## src/design/wdt_pkg.sv

```systemverilog
/*
 * Constants for the watchdog timeout block: register offsets, field
 * positions, reset values and timing figures.
 * Assumes a 32-bit AXI4-Lite register bus and a 32.768 kHz reference pin.
 */
package wdt_pkg;
    // ==========================================================
    // Register map
    localparam logic [3:0] OFF_CONTROL = 4'h0;
    localparam logic [3:0] OFF_IRQ_STATUS = 4'h4;
    localparam logic [3:0] OFF_IRQ_MASK = 4'h8;
    localparam logic [7:0] CONTROL_RESET = 8'h10;
    localparam logic [1:0] RESP_OKAY = 2'h0;
    localparam logic [1:0] RESP_SLVERR = 2'h2;
    // ==========================================================
    // Control field positions
    localparam int SEL_MSB = 7;
    localparam int SEL_LSB = 4;
    localparam int BIT_IRQ_MODE = 3;
    localparam int BIT_FLAG = 2;
    localparam int BIT_ENABLE = 1;
    localparam int BIT_UNLOCK = 0;
    // Interrupt status bit
    localparam int BIT_EV_TIMEOUT = 0;
    // ==========================================================
    // Timing
    localparam int LF_CLOCK_HZ = 32768;
    localparam int BASE_SHIFT = 9;
    localparam logic [3:0] SEL_LONGEST = 4'h7;
    localparam logic [3:0] SEL_IMMEDIATE = 4'h8;
    localparam int COUNT_W = 16;
endpackage

```

## src/design/watchdog_timeout_control.sv

```systemverilog
/*
 * Watchdog timer with AXI4-Lite register access, timeout reset request,
 * high-priority timeout interrupt and a maskable event interrupt.
 * Assumes clk_sys at 10 MHz and a free-running 32.768 kHz reference pin.
 */
`timescale 1ns/1ns
module watchdog_timeout_control
    import wdt_pkg::*;
(
    input wire logic clk_sys,
    input wire logic rst_b,
    input wire logic lf_clk,
    input wire logic [31:0] s_axi_awaddr,
    input wire logic s_axi_awvalid,
    output logic s_axi_awready,
    input wire logic [31:0] s_axi_wdata,
    input wire logic [3:0] s_axi_wstrb,
    input wire logic s_axi_wvalid,
    output logic s_axi_wready,
    output logic [1:0] s_axi_bresp,
    output logic s_axi_bvalid,
    input wire logic s_axi_bready,
    input wire logic [31:0] s_axi_araddr,
    input wire logic s_axi_arvalid,
    output logic s_axi_arready,
    output logic [31:0] s_axi_rdata,
    output logic [1:0] s_axi_rresp,
    output logic s_axi_rvalid,
    input wire logic s_axi_rready,
    output logic wdt_irq_q,
    output logic sys_reset_q,
    output logic irq_q
);
    // ==========================================================
    // Declarations
    logic aw_held_q;
    logic w_held_q;
    logic [3:0] waddr_q;
    logic [31:0] wdata_q;
    logic wstrb0_q;
    logic wr_go;
    logic ctrl_wr;
    logic apply;
    logic [3:0] sel_q;
    logic irq_mode_q;
    logic timeout_flag_q;
    logic enable_q;
    logic unlock_q;
    logic [COUNT_W-1:0] count_q;
    logic tick;
    logic expire;
    logic immediate;
    logic to_reset;
    logic refresh;
    logic [7:0] status_q;
    logic [7:0] status_d;
    logic [7:0] mask_q;
    logic [7:0] ctrl_rd;

    // Last count of a period for a select code
    function automatic logic [COUNT_W-1:0] terminal(input logic [3:0] sel);
        logic [COUNT_W:0] n;
        n = (17'h1 << BASE_SHIFT) << sel[2:0];
        return COUNT_W'(n - 17'h1);
    endfunction

    function automatic logic [3:0] word_of(input logic [31:0] addr);
        return {addr[3:2], 2'b00};
    endfunction

    lf_tick lf_tick_inst
    (
        .clk_sys(clk_sys),
        .rst_b(rst_b),
        .lf_clk(lf_clk),
        .tick_q(tick)
    );

    // ==========================================================
    // AXI4-Lite write channel
    assign wr_go = aw_held_q & w_held_q & ~s_axi_bvalid;
    assign ctrl_wr = wr_go & (waddr_q == OFF_CONTROL) & wstrb0_q;
    assign apply = ctrl_wr & unlock_q;

    // Address and data captured in either order
    always_ff @(posedge clk_sys)
    begin
        if (!rst_b)
        begin
            s_axi_awready <= 1'b1;
            s_axi_wready <= 1'b1;
            aw_held_q <= 1'b0;
            w_held_q <= 1'b0;
            waddr_q <= 4'h0;
            wdata_q <= 32'h0;
            wstrb0_q <= 1'b0;
        end
        else
        begin
            if (s_axi_awvalid && s_axi_awready)
            begin
                s_axi_awready <= 1'b0;
                aw_held_q <= 1'b1;
                waddr_q <= word_of(s_axi_awaddr);
            end
            else if (s_axi_bvalid && s_axi_bready)
                s_axi_awready <= 1'b1;
            if (s_axi_wvalid && s_axi_wready)
            begin
                s_axi_wready <= 1'b0;
                w_held_q <= 1'b1;
                wdata_q <= s_axi_wdata;
                wstrb0_q <= s_axi_wstrb[0];
            end
            else if (s_axi_bvalid && s_axi_bready)
                s_axi_wready <= 1'b1;
            if (wr_go)
            begin
                aw_held_q <= 1'b0;
                w_held_q <= 1'b0;
            end
        end
    end

    // Write response
    always_ff @(posedge clk_sys)
    begin
        if (!rst_b)
        begin
            s_axi_bvalid <= 1'b0;
            s_axi_bresp <= RESP_OKAY;
        end
        else if (wr_go)
        begin
            s_axi_bvalid <= 1'b1;
            s_axi_bresp <= (waddr_q == OFF_CONTROL || waddr_q == OFF_IRQ_STATUS ||
                            waddr_q == OFF_IRQ_MASK) ? RESP_OKAY : RESP_SLVERR;
        end
        else if (s_axi_bready)
            s_axi_bvalid <= 1'b0;
    end

    // ==========================================================
    // AXI4-Lite read channel
    assign ctrl_rd = {sel_q, irq_mode_q, timeout_flag_q, enable_q, unlock_q};

    always_ff @(posedge clk_sys)
    begin
        if (!rst_b)
        begin
            s_axi_arready <= 1'b1;
            s_axi_rvalid <= 1'b0;
            s_axi_rdata <= 32'h0;
            s_axi_rresp <= RESP_OKAY;
        end
        else if (s_axi_arvalid && s_axi_arready)
        begin
            s_axi_arready <= 1'b0;
            s_axi_rvalid <= 1'b1;
            s_axi_rresp <= RESP_OKAY;
            case (word_of(s_axi_araddr))
                OFF_CONTROL: s_axi_rdata <= {24'h0, ctrl_rd};
                OFF_IRQ_STATUS: s_axi_rdata <= {24'h0, status_q};
                OFF_IRQ_MASK: s_axi_rdata <= {24'h0, mask_q};
                default:
                begin
                    s_axi_rdata <= 32'h0;
                    s_axi_rresp <= RESP_SLVERR;
                end
            endcase
        end
        else if (s_axi_rvalid && s_axi_rready)
        begin
            s_axi_rvalid <= 1'b0;
            s_axi_arready <= 1'b1;
        end
    end

    // ==========================================================
    // Control register
    // refresh restarts count
    assign refresh = apply & wdata_q[BIT_ENABLE];
    assign immediate = enable_q & (sel_q == SEL_IMMEDIATE);
    assign expire = enable_q & tick & (sel_q <= SEL_LONGEST) & ~refresh &
                    (count_q == terminal(sel_q));
    assign to_reset = immediate | (expire & ~irq_mode_q);
    // Unlock arms on a control write with the unlock bit while unarmed, lapses on any other write
    always_ff @(posedge clk_sys)
    begin
        if (!rst_b)
            unlock_q <= CONTROL_RESET[BIT_UNLOCK];
        else if (wr_go)
            unlock_q <= ctrl_wr & ~unlock_q & wdata_q[BIT_UNLOCK];
    end
    // Select, mode and enable fields
    always_ff @(posedge clk_sys)
    begin
        if (!rst_b)
        begin
            sel_q <= CONTROL_RESET[SEL_MSB:SEL_LSB];
            irq_mode_q <= CONTROL_RESET[BIT_IRQ_MODE];
            enable_q <= CONTROL_RESET[BIT_ENABLE];
        end
        else if (apply)
        begin
            sel_q <= wdata_q[SEL_MSB:SEL_LSB];
            irq_mode_q <= wdata_q[BIT_IRQ_MODE];
            enable_q <= wdata_q[BIT_ENABLE];
        end
        else if (to_reset)
            enable_q <= 1'b0;  // Watchdog reset drops the enable
    end
    always_ff @(posedge clk_sys)
    begin
        if (!rst_b)
            timeout_flag_q <= CONTROL_RESET[BIT_FLAG];
        else if (expire || immediate)
            timeout_flag_q <= 1'b1;
        else if (apply && !wdata_q[BIT_FLAG])
            timeout_flag_q <= 1'b0;
    end
    // ==========================================================
    // Timeout counter
    // count reference ticks
    always_ff @(posedge clk_sys)
    begin
        if (!rst_b)
            count_q <= '0;
        else if (!enable_q || refresh || expire)
            count_q <= '0;
        else if (tick)
            count_q <= count_q + 16'h1;
    end

    // ==========================================================
    // Reset request and high-priority interrupt
    always_ff @(posedge clk_sys)
    begin
        if (!rst_b)
        begin
            sys_reset_q <= 1'b0;
            wdt_irq_q <= 1'b0;
        end
        else
        begin
            sys_reset_q <= to_reset;
            if (expire && irq_mode_q)
                wdt_irq_q <= 1'b1;
            else if (apply && !wdata_q[BIT_FLAG])
                wdt_irq_q <= 1'b0;
        end
    end
    // ==========================================================
    // Event status, mask and level interrupt
    always_comb
    begin
        status_d = status_q;
        if (wr_go && waddr_q == OFF_IRQ_STATUS && wstrb0_q)
            status_d = status_q & ~wdata_q[7:0];
        if (expire || immediate)
            status_d[BIT_EV_TIMEOUT] = 1'b1;  // Set beats clear
    end
    // Status and mask registers, registered interrupt level
    always_ff @(posedge clk_sys)
    begin
        if (!rst_b)
        begin
            status_q <= 8'h0;
            mask_q <= 8'h0;
            irq_q <= 1'b0;
        end
        else
        begin
            status_q <= status_d;
            if (wr_go && waddr_q == OFF_IRQ_MASK && wstrb0_q)
                mask_q <= wdata_q[7:0];
            irq_q <= |(status_d & mask_q);
        end
    end
endmodule

```

## src/design/lf_tick.sv

```systemverilog
/*
 * Turns the low-frequency reference pin into a one-cycle tick on clk_sys.
 * Assumes the reference is far slower than clk_sys.
 */
`timescale 1ns/1ns
module lf_tick
(
    input wire logic clk_sys,
    input wire logic rst_b,
    input wire logic lf_clk,
    output logic tick_q
);
    logic sync1_q;
    logic sync2_q;
    logic prev_q;

    // Two-stage synchroniser, then rising edge detect
    always_ff @(posedge clk_sys)
    begin
        if (!rst_b)
        begin
            sync1_q <= 1'b0;
            sync2_q <= 1'b0;
            prev_q <= 1'b0;
            tick_q <= 1'b0;
        end
        else
        begin
            sync1_q <= lf_clk;
            sync2_q <= sync1_q;
            prev_q <= sync2_q;
            tick_q <= sync2_q & ~prev_q;
        end
    end
endmodule

```

## config.mk

```make
export PLATFORM = sky130hd
export DESIGN_NAME = watchdog_timeout_control
export DESIGN_NICKNAME = d
export VERILOG_FILES = /design/src/design/wdt_pkg.sv /design/src/design/watchdog_timeout_control.sv /design/src/design/lf_tick.sv
export SDC_FILE = /design/constraint.sdc
export NUM_CORES = 1
export LEC_CHECK = 0
export BUFFER_PORTS_ARGS = -buffer_cell sky130_fd_sc_hd__buf_4
export CAP_MARGIN = 20
export CORE_MARGIN = 2
export CORE_UTILIZATION = 43
export DETAILED_ROUTE_END_ITERATION = 16
export HOLD_SLACK_MARGIN = 0.15
export PLACE_DENSITY = 0.81
export SKIP_LAST_GASP = 1
export SLEW_MARGIN = 20
export SYNTH_ARGS = -nofsm -noshare
export SYNTH_HDL_FRONTEND = slang
export SYNTH_SLANG_ARGS = --single-unit
export TNS_END_PERCENT = 10
```

## constraint.sdc

```tcl
create_clock -name clk_sys -period 2.5 [get_ports clk_sys]
set_clock_uncertainty 0.2 [all_clocks]
set_input_delay 0.375 -clock clk_sys [delete_from_list [all_inputs] [get_ports clk_sys]]
set_output_delay 0.375 -clock clk_sys [all_outputs]
set_load 0.005 [all_outputs]
```

==> impl_metrics.yaml, run 1 <==
status:
  run_status: "complete, but fails checks"
  violations: "negative setup slack"
synthesis:
  syn-instance-count: 414
  ys_seq_area_share_pct: 43.0
  syn_area_per_cell_um2: 8.43
  synth_seq_cells: 75
  synth_top_area_cell: "dfxtp_1"
  synth-simple-area-share_pct: 23.4
  synth_top_family_by_area: "simple AND/OR/NAND/NOR gates"
  yosysMostFrequentCell: "dfxtp_1"
  yosysTopAreaCellShare_pct: 43.0
  synthXorXnorAreaFrac_pct: 5.27
  synth_compound_area_share_pct: 13.3
  synth-edff-count: 0
  synth_area_leaders: "dfxtp_1 (43%), nand2_1 (6.3%), buf_4 (5.8%)"
  ys_types: 46
  synthMuxAreaShare_pct: 4.87
  synthArstFlopShare_pct: 0
  ys_warn_count: 0
  netlist_area_um2: 3490
  synthAdderAreaFrac_pct: 0.717
  synthFlopType: "dfxtp_1"
  netlist_top_cells_count: "dfxtp_1 (75), nand2_1 (59), nor2_1 (40)"
route:
  wl_per_cell_um: 13.7
  vias: 3039
  drtIter0Drc: 188
  remaining_drc_errors: 0
  wl_um: 8010
  ant_nets: 0
  first_pass_iters: 4
  via_per_inst: 5.21
clock_network:
  cts_root_buffer: "clkbuf_8"
  clk_pin_slew_ns: 0.08
  htreeDepth: 3
  cts_buffers: 9
  cts.sinks: 75
  clock_path_buffers: 2
  cts_tree: "yes"
  clkLatencyLatePin_ns: 0.35
setup_path:
  path_cells: "or3_4 > ha_4 > and4bb_1 > a21oi_1 > a311o_1 > buf_4 > a211oi_4 > buf_12 > nor3_1"
  required_ns: 2.53
  critPathCaptureType: "flop"
  critPathLaunch: "sel_q[2]"
  critical_path.max_stage_delay_ns: 0.39
  crit_type: "flop to flop"
  worstSetupStartpointType: "flop"
  crit_slowest_cell: "or3_4"
  r2r-start: "sel_q[2]"
  cp_max_fo: 16
  cp.arrival_ns: 2.63
die:
  start_util_pct: 44.7
  fp-row-count: 32
  ioPinCount: 152
  die_area_um2: 8850
  coreArea_um2: 7810
  dieWidth_um: 94.1
  fp.dieH_um: 94.1
timing:
  setup_viol: 20
  rsz0062_at_grt: "true"
  min_period_over_period_pct: 104
  fmax_ghz: 0.385
  setup_ws_ns: -0.0962
  layout_min_cycle_time_ns: 2.60
  finalMaxSlewViolations: 0
  slew_headroom_pct: 61.7
  worst_slew_pin_slew_ns: 0.573
  tns_ns: -1.54
  hold_viol: 0
  holdWs_ns: 0.160
pwr:
  p_leak_nw: 1.64
  clkPwrFrac_pct: 39.7
  power_frac_comb_pct: 7.9
  peakVddDrop_v: 0.000320
  power.switching_mw: 0.592
  power.internal_mw: 1.81
  p_seq_share_pct: 52.4
  power_density_nw_per_um2: 563
  p_sw_share_pct: 24.7
finish:
  area_growth_pct: 22.2
  drive_gt1_share_pct: 16.8
  num_antenna_cells: 0
  fin_nets: 586
placed_design:
  place_ws_ns: -0.0197
  place_hpwl_um: 5570
  gp_congestion: 0.837
  port_buffers: 38
global_routing:
  grt_pass1_vias: 2861
  grt_usage_pct: 18.9
  grt_pass1_wl_um: 13100
  grt_max_degree: 27
  antenna_found_initial: 0
  grt-ovfl-total: 0
min_path:
  holdCritPathClass: "input port to flop"
  min_from: "s_axi_araddr[3]"
job:
  maxCapViolCount: 0
-- per-stage QoR --
| stage | instance area, um^2 | instances | util, % | power (mW) |
|---|---|---|---|---|
| after global placement | 3880 | 549 | 49.7 | 1.45 |
| final | 4270 | 583 | 54.6 | 2.40 |
| after CTS | 4250 | 582 | 54.5 | 2.41 |
| after floorplan | 3610 | 439 | - | 1.40 |
| after detailed placement | 3880 | 549 | 49.7 | 1.45 |
| after global routing | 4270 | 583 | 54.6 | 2.49 |
-- final cells by class --
| type | instances | area [um^2] |
|---|---|---|
| Sequential cell | 75 | 1500 |
| Timing Repair Buffer | 74 | 623 |
| Clock buffer | 11 | 141 |
| Fill cell | 696 | 3540 |
| Multi-Input combinational cell | 308 | 1780 |
| Clock inverter | 5 | 60.1 |
| Inverter | 8 | 30.0 |
| Tap cell | 102 | 128 |
-- flip-flops by register name, summed over array words and instances, names as in the netlist, 2 cells and up --
register,flops
count_q,16
waddr_q,2
wdata_q,8
mask_q,8
status_q,8
s_axi_rdata,8
sel_q,4
-- worst paths after layout --
check | slack [ns] | end | cells after the start
max reg2reg | -0.1 | count_q[12] | 9
max | -0.1 | count_q[12] | 9
min | 0.16 | s_axi_rresp[1] | 3
min reg2reg | 0.19 | lf_tick_inst.tick_q | 1
-- what timing repair did --
action                                  4_1_cts  5_1_grt
gates resized for setup                       0        1
hold buffers                                 17        0
setup buffers                                 0        1
pin swaps                                     0        1
hold endpoints to repair                     18        0
endpoints found under the setup margin        2       22
-- per-layer routing --
layer / vias to the layer above / routed length [um] / GRT usage [%] / part of all wire (%)
li1: 1514 / - / - / -
met1: 1390 / 3620 / 23.1 / 45
met2: 119 / 3800 / 31.5 / 47
met3: 16 / 414 / 3.93 / 5.2
met4: 0 / 181 / 9.54 / 2.3
met5: - / 0 / 0 / 0
-- power groups by stage --
| stage | sequential (mW) | combinational [mW] | clock [mW] |
|---|---|---|---|
| 2_1_floorplan | 1.28 | 0.127 | 0 |
| 3_3_place_gp | 1.28 | 0.163 | 0 |
| 3_5_place_dp | 1.29 | 0.168 | 0 |
| 4_1_cts | 1.26 | 0.189 | 0.964 |
| 5_1_grt | 1.26 | 0.212 | 1.01 |
| 6_report | 1.26 | 0.190 | 0.953 |
-- cell usage in the layout, fill, tap and decap left out, types with 3 or more instances in the layout --
cell / synthesis / layout
dlygate4sd3_1: 0 / 17
dfxtp_1: 75 / 75
nor3_2: 3 / 3
nand2_1: 59 / 59
nor3_1: 26 / 26
a211oi_1: 8 / 8
and2_1: 6 / 6
nor2_1: 40 / 40
xnor2_1: 11 / 11
buf_4: 27 / 55
inv_1: 8 / 8
o22ai_1: 3 / 3
clkbuf_8: 0 / 10
nand4_1: 6 / 6
conb_1: 1 / 26
a21oi_1: 30 / 30
o311ai_0: 7 / 7
o311a_1: 4 / 4
xor2_1: 10 / 10
o21ai_0: 5 / 5
nand3_1: 14 / 14
nand2b_1: 5 / 5
mux2i_1: 17 / 17
-- logic make-up after synthesis --
family	after synthesis
AO/OA/AOI/OAI	69
XOR/XNOR	21
adder cells (fa/ha/maj)	2
buffers and inverters	56
flip-flops	75
multiplexers	17
other	1
AND/OR/NAND/NOR	173
-- worst max-delay path, delay by kind of cell, from the launching register on --
kind | cells | cell delay [ns]
flip-flops | 1 | 0.34
buffers and inverters | 2 | 0.33
AO/OA/AOI/OAI | 3 | 0.68
AND/OR/NAND/NOR | 3 | 0.75
adder cells (fa/ha/maj) | 1 | 0.18
Note: power is estimated with default switching activity, not from simulation.
==> run 2, diff against run 1 <==
--- a/config.mk
+++ b/config.mk
@@ -5,6 +5,7 @@
 export SDC_FILE = /design/constraint.sdc
 export NUM_CORES = 1
 export LEC_CHECK = 0
+export ABC_AREA = 1
 export BUFFER_PORTS_ARGS = -buffer_cell sky130_fd_sc_hd__buf_4
 export CAP_MARGIN = 20
 export CORE_MARGIN = 2
@@ -12,6 +13,7 @@
 export DETAILED_ROUTE_END_ITERATION = 16
 export HOLD_SLACK_MARGIN = 0.15
 export PLACE_DENSITY = 0.81
+export RECOVER_POWER = 25
 export SKIP_LAST_GASP = 1
 export SLEW_MARGIN = 20
 export SYNTH_ARGS = -nofsm -noshare
==> impl_metrics.yaml, run 2 <==
status:
  run_status: "completed"
timing:
  hold_viol: 0
  setup_viol: 0
  layout_min_cycle_time_ns: 2.23
  slew_headroom_pct: 48.0
  min_period_over_period_pct: 89.2
  worst_slew_pin_slew_ns: 0.779
  finalMaxSlewViolations: 0
  fmax_ghz: 0.448
  tns_ns: 0
  rsz0062_at_grt: "false"
setup_path:
  critPathCaptureType: "flop"
  critical_path.max_stage_delay_ns: 0.46
  required_ns: 2.53
  cp_num_buf_inv: 2
  cp_max_fo: 16
  crit_slowest_cell: "dfxtp_1"
  cp.arrival_ns: 2.26
  crit_top_cell: "nand2_1"
  worstSetupStartpointType: "flop"
  crit_type: "flop to flop"
  reg2reg_slack_ns: 0.27
  path_cells: "nor2_4 > nand2_1 > ha_1 > inv_1 > nand2_1 > nand2_1 > nand2_1 > nand2_1 > nor2_1 > nand2_1 > nor2_2 > nand2_4 > nand4_4 > buf_12 > a21oi_1"
  cp_top_family: "simple AND/OR/NAND/NOR gates"
finish:
  multi_input_area_um2: 1660
  drive_gt1_share_pct: 14.9
  regMostFlops: "count_q"
  fillers: 774
  layout_commonest_cell: "nand2_1"
  final_cell_mix: "nand2_1 (125), dfxtp_1 (75), nor2_1 (52), inv_1 (47)"
  final_area_um2: 4210
  area_growth_pct: 19.1
  seqCellArea_um2: 1500
  final_util_pct: 52.1
  fin_nets: 663
  num_antenna_cells: 0
  largest_reg_flops: 16
placed_design:
  port_buffers: 38
  gp_congestion: 0.901
  dpl-instance-area_um2: 3810
  place_hpwl_um: 5520
clock_network:
  cts.sinks: 75
  clkLatencyLatePin_ns: 0.35
  clk_pin_slew_ns: 0.08
  clock_path_buffers: 2
  cts_root_buffer: "clkbuf_8"
  htreeDepth: 3
  cts_buffers: 9
  cts_tree: "yes"
  cts_resized: 0
global_routing:
  grt_pass1_vias: 2839
  antenna_found_initial: 0
  grt_pass1_wl_um: 12600
  grt_usage_pct: 17.7
  grt_max_degree: 37
  grt-ovfl-total: 0
die:
  ioPinCount: 152
  dieWidth_um: 94.7
  coreArea_um2: 8090
  die_area_um2: 8970
  fp.dieH_um: 94.7
  start_util_pct: 43.7
  fp-row-count: 33
synthesis:
  synth_top_area_cell: "dfxtp_1"
  synthFlopType: "dfxtp_1"
  netlist_top_cells_count: "nand2_1 (124), dfxtp_1 (75), nor2_1 (52)"
  ys_warn_count: 0
  netlist_area_um2: 3540
  ys_seq_area_share_pct: 42.4
  yosysMostFrequentCell: "nand2_1"
  synthArstFlopShare_pct: 0
  syn-instance-count: 497
  synth_area_leaders: "dfxtp_1 (42%), nand2_1 (13%), buf_4 (5.9%)"
  ys_types: 32
  syn_area_per_cell_um2: 7.12
  yosysTopAreaCellShare_pct: 42.4
  synth-edff-count: 0
  synth_seq_cells: 75
route:
  drtIter0Drc: 232
  ant_nets: 0
  wl_per_cell_um: 11.5
  vias: 3238
  dr.max_layer_used: "met4"
  wl_met3_um: 500
  via_per_inst: 4.88
  m1WireLength_um: 3420
  remaining_drc_errors: 0
  wl_um: 7590
  route.met2.wl_um: 3560
  first_pass_iters: 5
pwr:
  p_total_mw: 2.44
  p_leak_nw: 1.76
  peakVddDrop_v: 0.000352
  power_density_nw_per_um2: 580
job:
  maxCapViolCount: 0
min_path:
  holdCritPathClass: "input port to flop"
run 2: changes by cell type after synthesis, sizes merged, moves of 7 or more:
cell,delta
a21oi,+9
xnor2,-7
a211oi,-8
nor2,+25
inv,+43
o311ai,-7
mux2i,-17
nand2,+67
nand3,+16
o21ai,+33
nor3,-19
run 2: cells by family (layout without fill, tap and decap cells):
kind of cell	count (synthesis)	count (layout)	synth area share [%]
and+or+nand+nor	240	240	30.0
buffers and inverters	92	128	13.1
AOI/OAI and AO/OA	79	79	11.6
DFF	75	75	42.4
xor gates and xnor gates	8	8	1.98
adders and majority gates	2	2	0.707
other	1	26	0.106
run 2: what timing repair did:
| action | in CTS | in global routing |
|---|---|---|
| endpoints found under the hold margin | 16 | 0 |
| setup endpoints to repair | 0 | 6 |
| setup buffers | 0 | 1 |
| hold buffers | 16 | 0 |
run 2: final timing paths:
kind / startpoint / endpoint / cells after the start
worst max register to register: sel_q[0] / count_q[9] / 15
worst max-delay path: sel_q[0] / count_q[9] / 15
worst min-delay path: rst_b / s_axi_awready / 2
worst min register to register: lf_tick_inst.prev_q / lf_tick_inst.tick_q / 1
run 2: per-layer routing:
metal	track usage, %	vias up
met5	0	-
met4	6.16	0
met3	3.43	15
met2	30.1	128
met1	22.2	1451
li1	-	1644
run 2: where the power goes:
part | internal (mW) | leakage, nW | total [mW] | switching, mW
Clock | 0.589 | 0.108 | 1.04 | 0.448
Combinational | 0.0698 | 1.04 | 0.158 | 0.0882
Sequential | 1.22 | 0.609 | 1.25 | 0.0258
Total | 1.88 | 1.76 | 2.44 | 0.562
run 2: layout make-up:
type | instances | area share, %
flip-flops and latches | 75 | 35.6
inverters | 53 | 4.72
clock buffers | 10 | 3.27
well taps | 105 | 3.12
repair buffers | 59 | 11.7
multi-input cells | 355 | 39.5
clock inverters | 6 | 2.11
run 2: per-stage QoR:
stage                     setup WS [ns]  cells  hold WS [ns]
after floorplan                   0.441    522         0.168
after global placement            0.258    630         0.172
after detailed placement          0.171    630         0.179
after CTS                         0.132    662         0.168
after global routing             0.0656    663         0.194
final                             0.270    663         0.180
